## src/common/cit_pkg.sv

```systemverilog
// constants and types shared by the capture interval timer
package cit_pkg;
  localparam int CIT_W = 8;
  localparam int CIT_PRESC_W = 6;
  localparam int CIT_FILT_LEN = 5;
  localparam logic [CIT_W-1:0] CIT_COUNT_RST = 8'h00;
  localparam logic [CIT_PRESC_W-1:0] CIT_PRESC_RST = 6'h00;
  localparam logic [CIT_PRESC_W-1:0] CIT_PRESC_ONE = 6'h01;
  localparam logic [CIT_W-1:0] CIT_COUNT_ONE = 8'h01;
  // prescaler bit whose level is the divided clock
  localparam int CIT_BIT_DIV64 = 5;
  localparam int CIT_BIT_DIV32 = 4;
  localparam int CIT_BIT_DIV2 = 0;
  localparam logic [CIT_FILT_LEN-1:0] CIT_FILT_ONES = 5'h1F;
  localparam logic [CIT_FILT_LEN-1:0] CIT_FILT_ZEROS = 5'h00;

  typedef enum logic [1:0] {
    CIT_CLK_DIV64 = 2'h0,
    CIT_CLK_DIV32 = 2'h1,
    CIT_CLK_DIV2 = 2'h2,
    CIT_CLK_WATCH4 = 2'h3
  } cit_clk_sel_t;

  typedef enum logic [1:0] {
    CIT_CLR_NONE = 2'h0,
    CIT_CLR_FALL = 2'h1,
    CIT_CLR_RISE = 2'h2,
    CIT_CLR_BOTH = 2'h3
  } cit_clr_sel_t;

  typedef enum logic [2:0] {
    CIT_PM_ACTIVE = 3'h0,
    CIT_PM_SLEEP = 3'h1,
    CIT_PM_WATCH = 3'h2,
    CIT_PM_SUBACTIVE = 3'h3,
    CIT_PM_SUBSLEEP = 3'h4,
    CIT_PM_STANDBY = 3'h5,
    CIT_PM_MODULE_STANDBY = 3'h6
  } cit_power_mode_t;

  typedef enum logic [1:0] {
    CIT_SUB_W8 = 2'h0,
    CIT_SUB_W4 = 2'h1,
    CIT_SUB_W2 = 2'h2
  } cit_sub_rate_t;

  // timer_mode_reg fields plus port mode bits
  typedef struct packed {
    cit_clk_sel_t clock_select;
    cit_clr_sel_t clear_select;
    logic capture_edge_select;
    logic capture_pin_select;
    logic filter_select;
  } cit_cfg_t;

  typedef struct packed {
    logic [CIT_W-1:0] capture_timer_count;
    logic [CIT_W-1:0] rise_capture_reg;
    logic [CIT_W-1:0] fall_capture_reg;
  } cit_values_t;
endpackage : cit_pkg

```

## src/logic/cit_capture_interval_timer.sv

```systemverilog
// eight-bit capture / interval timer with input filter
`timescale 1ns/1ps
module cit_capture_interval_timer
  import cit_pkg::*;
(
  input wire logic clk_sys,
  input wire logic srst,
  input wire logic capture_pin,
  input wire logic watch_clk_div4,
  input cit_power_mode_t power_mode,
  input cit_sub_rate_t sub_rate,
  input cit_cfg_t cfg,
  input wire logic timer_irq_clear,
  output cit_values_t values,
  output logic capture_signal,
  output logic timer_irq_flag
);

  // watch clock synchroniser, first stage read only by second
  logic wclk_meta_q, wclk_meta_d;
  logic wclk_sync_q, wclk_sync_d;
  logic [CIT_PRESC_W-1:0] presc_q, presc_d;
  logic sel_clk_prev_q, sel_clk_prev_d;
  logic [CIT_FILT_LEN-1:0] filt_q, filt_d;
  logic filt_out_q, filt_out_d;
  logic cap_prev_q, cap_prev_d;
  logic [CIT_W-1:0] count_q, count_d;
  logic [CIT_W-1:0] rise_q, rise_d;
  logic [CIT_W-1:0] fall_q, fall_d;
  logic irq_q, irq_d;

  logic running;
  logic sel_clk;
  logic clk_fall;
  logic clk_rise;
  logic sample_en;
  logic cap_sig;
  logic edge_rise;
  logic edge_fall;
  logic clear_hit;
  logic irq_hit;

  // two-stage synchroniser for the asynchronous watch clock
  always_comb begin
    wclk_meta_d = watch_clk_div4;
    wclk_sync_d = wclk_meta_q;
  end

  always_ff @(posedge clk_sys) begin
    if (srst) begin
      wclk_meta_q <= 1'b0;
      wclk_sync_q <= 1'b0;
    end else begin
      wclk_meta_q <= wclk_meta_d;
      wclk_sync_q <= wclk_sync_d;
    end
  end

  // operating conditions per power mode
  always_comb begin
    case (power_mode)
      CIT_PM_ACTIVE, CIT_PM_SLEEP: running = 1'b1;
      CIT_PM_WATCH: running = (cfg.clock_select == CIT_CLK_WATCH4);
      CIT_PM_SUBACTIVE, CIT_PM_SUBSLEEP: begin
        running = (cfg.clock_select == CIT_CLK_WATCH4) && (sub_rate == CIT_SUB_W2);
      end
      default: running = 1'b0;
    endcase
  end

  // selected internal clock level
  always_comb begin
    case (cfg.clock_select)
      CIT_CLK_DIV64: sel_clk = presc_q[CIT_BIT_DIV64];
      CIT_CLK_DIV32: sel_clk = presc_q[CIT_BIT_DIV32];
      CIT_CLK_DIV2: sel_clk = presc_q[CIT_BIT_DIV2];
      CIT_CLK_WATCH4: sel_clk = wclk_sync_q;
      default: sel_clk = presc_q[CIT_BIT_DIV64];
    endcase
  end

  // previous level is of the old source, so a switch high to low counts
  assign clk_fall = sel_clk_prev_q && !sel_clk;
  assign clk_rise = !sel_clk_prev_q && sel_clk;
  // filtered: sample on rising edge of internal clock; else every system clock
  assign sample_en = cfg.filter_select ? clk_rise : 1'b1;

  // internal capture signal
  always_comb begin
    if (!cfg.capture_pin_select) begin
      cap_sig = 1'b0;
    end else if (cfg.filter_select) begin
      cap_sig = filt_out_q;
    end else begin
      cap_sig = capture_pin;
    end
  end

  assign edge_rise = running && !cap_prev_q && cap_sig;
  assign edge_fall = running && cap_prev_q && !cap_sig;

  always_comb begin
    case (cfg.clear_select)
      CIT_CLR_FALL: clear_hit = edge_fall;
      CIT_CLR_RISE: clear_hit = edge_rise;
      CIT_CLR_BOTH: clear_hit = edge_rise || edge_fall;
      default: clear_hit = 1'b0;
    endcase
  end

  assign irq_hit = cfg.capture_edge_select ? edge_rise : edge_fall;

  // prescaler, filter, counter and capture next values
  always_comb begin
    presc_d = presc_q;
    sel_clk_prev_d = sel_clk_prev_q;
    filt_d = filt_q;
    filt_out_d = filt_out_q;
    cap_prev_d = cap_prev_q;
    count_d = count_q;
    rise_d = rise_q;
    fall_d = fall_q;
    if (running) begin
      presc_d = presc_q + CIT_PRESC_ONE;
      sel_clk_prev_d = sel_clk;
      cap_prev_d = cap_sig;
      if (sample_en) begin
        filt_d = {filt_q[CIT_FILT_LEN-2:0], capture_pin};
        if (filt_q == CIT_FILT_ONES) begin
          filt_out_d = 1'b1;
        end else if (filt_q == CIT_FILT_ZEROS) begin
          filt_out_d = 1'b0;
        end
      end
      if (clear_hit) begin
        count_d = CIT_COUNT_RST;
      end else if (clk_fall) begin
        count_d = count_q + CIT_COUNT_ONE;
      end
      if (edge_rise) begin
        rise_d = count_q;
      end
      if (edge_fall) begin
        fall_d = count_q;
      end
    end
  end

  always_ff @(posedge clk_sys) begin
    if (srst) begin
      presc_q <= CIT_PRESC_RST;
      sel_clk_prev_q <= 1'b0;
      filt_q <= CIT_FILT_ZEROS;
      filt_out_q <= 1'b0;
      cap_prev_q <= 1'b0;
      count_q <= CIT_COUNT_RST;
      rise_q <= CIT_COUNT_RST;
      fall_q <= CIT_COUNT_RST;
    end else begin
      presc_q <= presc_d;
      sel_clk_prev_q <= sel_clk_prev_d;
      filt_q <= filt_d;
      filt_out_q <= filt_out_d;
      cap_prev_q <= cap_prev_d;
      count_q <= count_d;
      rise_q <= rise_d;
      fall_q <= fall_d;
    end
  end

  // request flag: set wins over a clear in the same cycle
  always_comb begin
    irq_d = irq_q;
    if (timer_irq_clear) begin
      irq_d = 1'b0;
    end
    if (irq_hit) begin
      irq_d = 1'b1;
    end
  end

  always_ff @(posedge clk_sys) begin
    if (srst) begin
      irq_q <= 1'b0;
    end else begin
      irq_q <= irq_d;
    end
  end

  // capture signal leaves one clock after the internal signal while running, and holds its level while halted
  assign values.capture_timer_count = count_q;
  assign values.rise_capture_reg = rise_q;
  assign values.fall_capture_reg = fall_q;
  assign capture_signal = cap_prev_q;
  assign timer_irq_flag = irq_q;

endmodule : cit_capture_interval_timer

```

## config.mk

```make
export PLATFORM = sky130hd
export DESIGN_NAME = cit_capture_interval_timer
export DESIGN_NICKNAME = d
export VERILOG_FILES = /design/src/common/cit_pkg.sv /design/src/logic/cit_capture_interval_timer.sv
export SDC_FILE = /design/constraint.sdc
export NUM_CORES = 1
export LEC_CHECK = 0
export BUFFER_PORTS_ARGS = -buffer_cell sky130_fd_sc_hd__clkbuf_2
export CORE_UTILIZATION = 52
export CTS_CLUSTER_SIZE = 25
export DETAILED_ROUTE_END_ITERATION = 6
export PLACE_DENSITY = 0.78
export SYNTH_ARGS = -nofsm -noshare
export SYNTH_HDL_FRONTEND = slang
export SYNTH_SLANG_ARGS = --single-unit
export TNS_END_PERCENT = 1
```

## constraint.sdc

```tcl
create_clock -name clk_sys -period 2.51 [get_ports clk_sys]
set_input_delay 0.502 -clock clk_sys [delete_from_list [all_inputs] [get_ports clk_sys]]
set_output_delay 0.502 -clock clk_sys [all_outputs]
set_load 0.02 [all_outputs]
```

==> results.md <==
* Status: complete, no violations
* Top layer in use: met4
* RSZ-0062 raised after global routing: false
* DR WL/cell at 13.7 um
* Max Clock Skew at 0.0140 ns
* Final #Nets at 269
* Drt drc at 0
* Number of routed nets with antenna violations at 0
* M1 WL at 1940 um
* Clk buf depth at 2
* Initial core utilization at 54.6%
* Crit path required time at 2.78 ns
* Die Wd at 61.4 um
* Max-cap violations at 0
* CP Buf/Inv Count at 0
* Worst-path fanout max at 15
* TritonRoute pass-1 iters at 4
* Minimum clock period at 1.94 ns
* CP cell instances: mux4_2, nand2b_4, or4_1, a211oi_1
* Slowest cell on the critical path: mux4_2
* FMAX at 515 MHz
* Area added between synthesis and finish at 18.0%
* Flip-flop and latch count after synthesis at 41
* CTS Buf Count at 5
* CP startpoint: presc_q[0]
* Syn Area/Cell at 8.87 sq um
* CTS clock-pin slew for the worst setup and hold paths at 0.13 ns
* TNS Setup at 0 ns
* WHS Path Cells at 2
* TritonCTS clock tree: built
* Die height at 61.4 um
* Clock tree sinks at 41
* Terminus of the critical flop-to-flop path: count_q[6]
* Multi-input gate area at 953 sq um
* Power per Cell Area at 517 nW/um^2
* Actual slew at the worst max-slew pin at 1.09 ns
* Ports at 43
* Pre-CTS setup slack at 0.282 ns
* Full die area at 3770 sq um
* Post-CTS Resized at 0
* Setup Crit Path Kind: flop to flop
* Met2 wire length at 1790 um
* Synthesized netlist cell count at 207
* Clk_lat worst skew at 0.35 ns
* Min-Delay Endpoint: wclk_meta_q
* Final HPWL DP at 2850 um
* CP peak stage delay at 0.53 ns
* Rows at 21
* Post-synthesis cell area at 1840 sq um
* H-tree depth at 2
* Vias at 1700
* Antenna violations before repair at 0
* FILL cells at 335
* Commonest non-fill, non-tap cell in the layout: clkbuf_2
* Largest net degree at the start of global routing at 27
* Vias in the first global route at 1448
* Final wirelength at 4070 um
* Cell family with most CP delay: simple AND/OR/NAND/NOR gates
* Synth cell types at 38
* # setup viols final at 0
* HP Class: input pin to flop
* Vias per cell at 5.72
* First-pass GRT wire length at 6210 um
* Root Driver: clkbuf_4
* Synth warn at 0
* Share of layout cells above drive strength 1 at 24.3%
* Gpl congestion at 0.859
* Startpoint Class: flop
* Final period utilization at 77.4%
* Postcts setup bufs at 0
* Final slew viol count at 0
* Final worst slack at 0.568 ns
* VDD IR-drop max at 0.000381 V
* Met3 Wirelength at 254 um
* Worst Hold Launch: watch_clk_div4
* Register-to-Register Setup Slack at 0.57 ns
* Core area at 3360 sq um
* Min Hold Slack at 0.348 ns
* N_diodes at 0
* Register area share after synthesis at 44.7%
* Commonest non-fill, non-tap cells in the layout: 42 x clkbuf_2, 41 x dfxtp_1, 24 x a21oi_1, 21 x o21ai_0, 21 x nand3_1
* Global route overflow at 0
* R2r worst-path depth at 4
* All-Layer GR Usage at 22.7%
* Normalized max-slew margin at 26.9%
* Final Hold Fails at 0
* LEAKAGE at 0.789 nW
* CTS Hold Buffers Added at 0
* IO Port Bufs at 42
* Register area at 821 sq um
* Drt first-iter violations at 82
* CP Capture Type: flop
* Worst EP arrival at 2.21 ns
* Syn_nets at 226
* Reg-to-reg startpoint: presc_q[0]
==> state kept, by name, indices dropped and copies added (netlist names) <==
name,flops
count_q,8
fall_q,8
rise_q,8
presc_q,6
filt_q,5
capture_signal,1
filt_out_q,1
sel_clk_prev_q,1
timer_irq_flag,1
wclk_meta_q,1
wclk_sync_q,1
==> synth_stat cells <==
| cell type | instances | area [sq um] |
|---|---|---|
| mux4_2 | 1 | 22.5 |
| ha_1 | 2 | 25.0 |
| a211o_1 | 1 | 8.76 |
| a211oi_2 | 1 | 12.5 |
| dfxtp_1 | 41 | 821 |
| nand4b_1 | 1 | 8.76 |
| and2_1 | 1 | 6.26 |
| buf_6 | 1 | 11.3 |
| a21boi_0 | 1 | 7.51 |
| a21oi_1 | 24 | 120 |
| nor3_1 | 1 | 5.00 |
| nor4_1 | 1 | 6.26 |
| nand4_1 | 3 | 18.8 |
| o21ai_1 | 1 | 5.00 |
| and4bb_2 | 1 | 12.5 |
| o2bb2ai_1 | 1 | 8.76 |
| buf_2 | 2 | 10.0 |
| o21ai_0 | 21 | 105 |
| mux2_2 | 1 | 11.3 |
| and4_1 | 1 | 8.76 |
| o31ai_1 | 8 | 60.1 |
| a31oi_1 | 1 | 6.26 |
| a21boi_1 | 1 | 7.51 |
| nand3_1 | 21 | 105 |
| nor2b_1 | 2 | 12.5 |
| o211ai_1 | 1 | 7.51 |
| mux2i_1 | 6 | 60.1 |
| and4b_1 | 1 | 10.0 |
| inv_1 | 4 | 15.0 |
| nor2_1 | 5 | 18.8 |
| nand2b_4 | 1 | 13.8 |
| xnor2_1 | 1 | 8.76 |
| or4_1 | 9 | 67.6 |
| nand2b_1 | 8 | 50.1 |
| clkbuf_1 | 9 | 33.8 |
| a211oi_1 | 8 | 60.1 |
| or3_1 | 5 | 31.3 |
| nand2_1 | 9 | 33.8 |
==> where the power goes <==
group / leakage [nW] / internal, mW / switching (mW)
combinational: 0.419 / 0.0392 / 0.0644
sequential: 0.331 / 0.658 / 0.00600
clock: 0.0382 / 0.137 / 0.217
==> per-stage QoR <==
stage | utilization [%] | cells | area [sq um] | total power, mW
final | 64.4 | 297 | 2170 | 1.12
after global routing | 64.4 | 297 | 2170 | 1.17
after CTS | 64.4 | 297 | 2170 | 1.13
after detailed placement | 62.5 | 289 | 2100 | 0.780
after global placement | 62.5 | 289 | 2100 | 0.778
after floorplan | - | 207 | 1840 | 0.742
==> final cells by class <==
class	instances	area share [%]
Clock buffer	6	2.37
Clock inverter	2	0.635
Inverter	4	0.693
Multi-Input combinational cell	150	44.0
Sequential cell	41	37.9
Tap cell	46	2.66
Timing Repair Buffer	48	11.8
==> cells by family after synthesis <==
group,synth area share (%)
DFF,44.7
xor gates and xnor gates,0.477
AOI/OAI and AO/OA,22.3
adders and majority gates,1.36
buffers and inverters,3.81
and+or+nand+nor,22.3
muxes,5.11
==> routing by layer <==
metal / up-vias / GRT usage, %
li1: 869 / -
met1: 766 / 29.3
met2: 57 / 35.6
met3: 8 / 6.51
met4: 0 / 9.84
met5: - / 0
==> worst max path at each step <==
| stage | cells after the start | endpoint | slack (ns) |
|---|---|---|---|
| floorplan | 5 | count_q[2] | 0.53 |
| global placement | 6 | count_q[6] | 0.34 |
| detailed placement | 6 | count_q[3] | 0.28 |
| CTS | 4 | count_q[3] | 0.58 |
| global route | 6 | count_q[6] | 0.46 |
| finish | 4 | count_q[6] | 0.57 |
(Power assumes the default switching activity.)
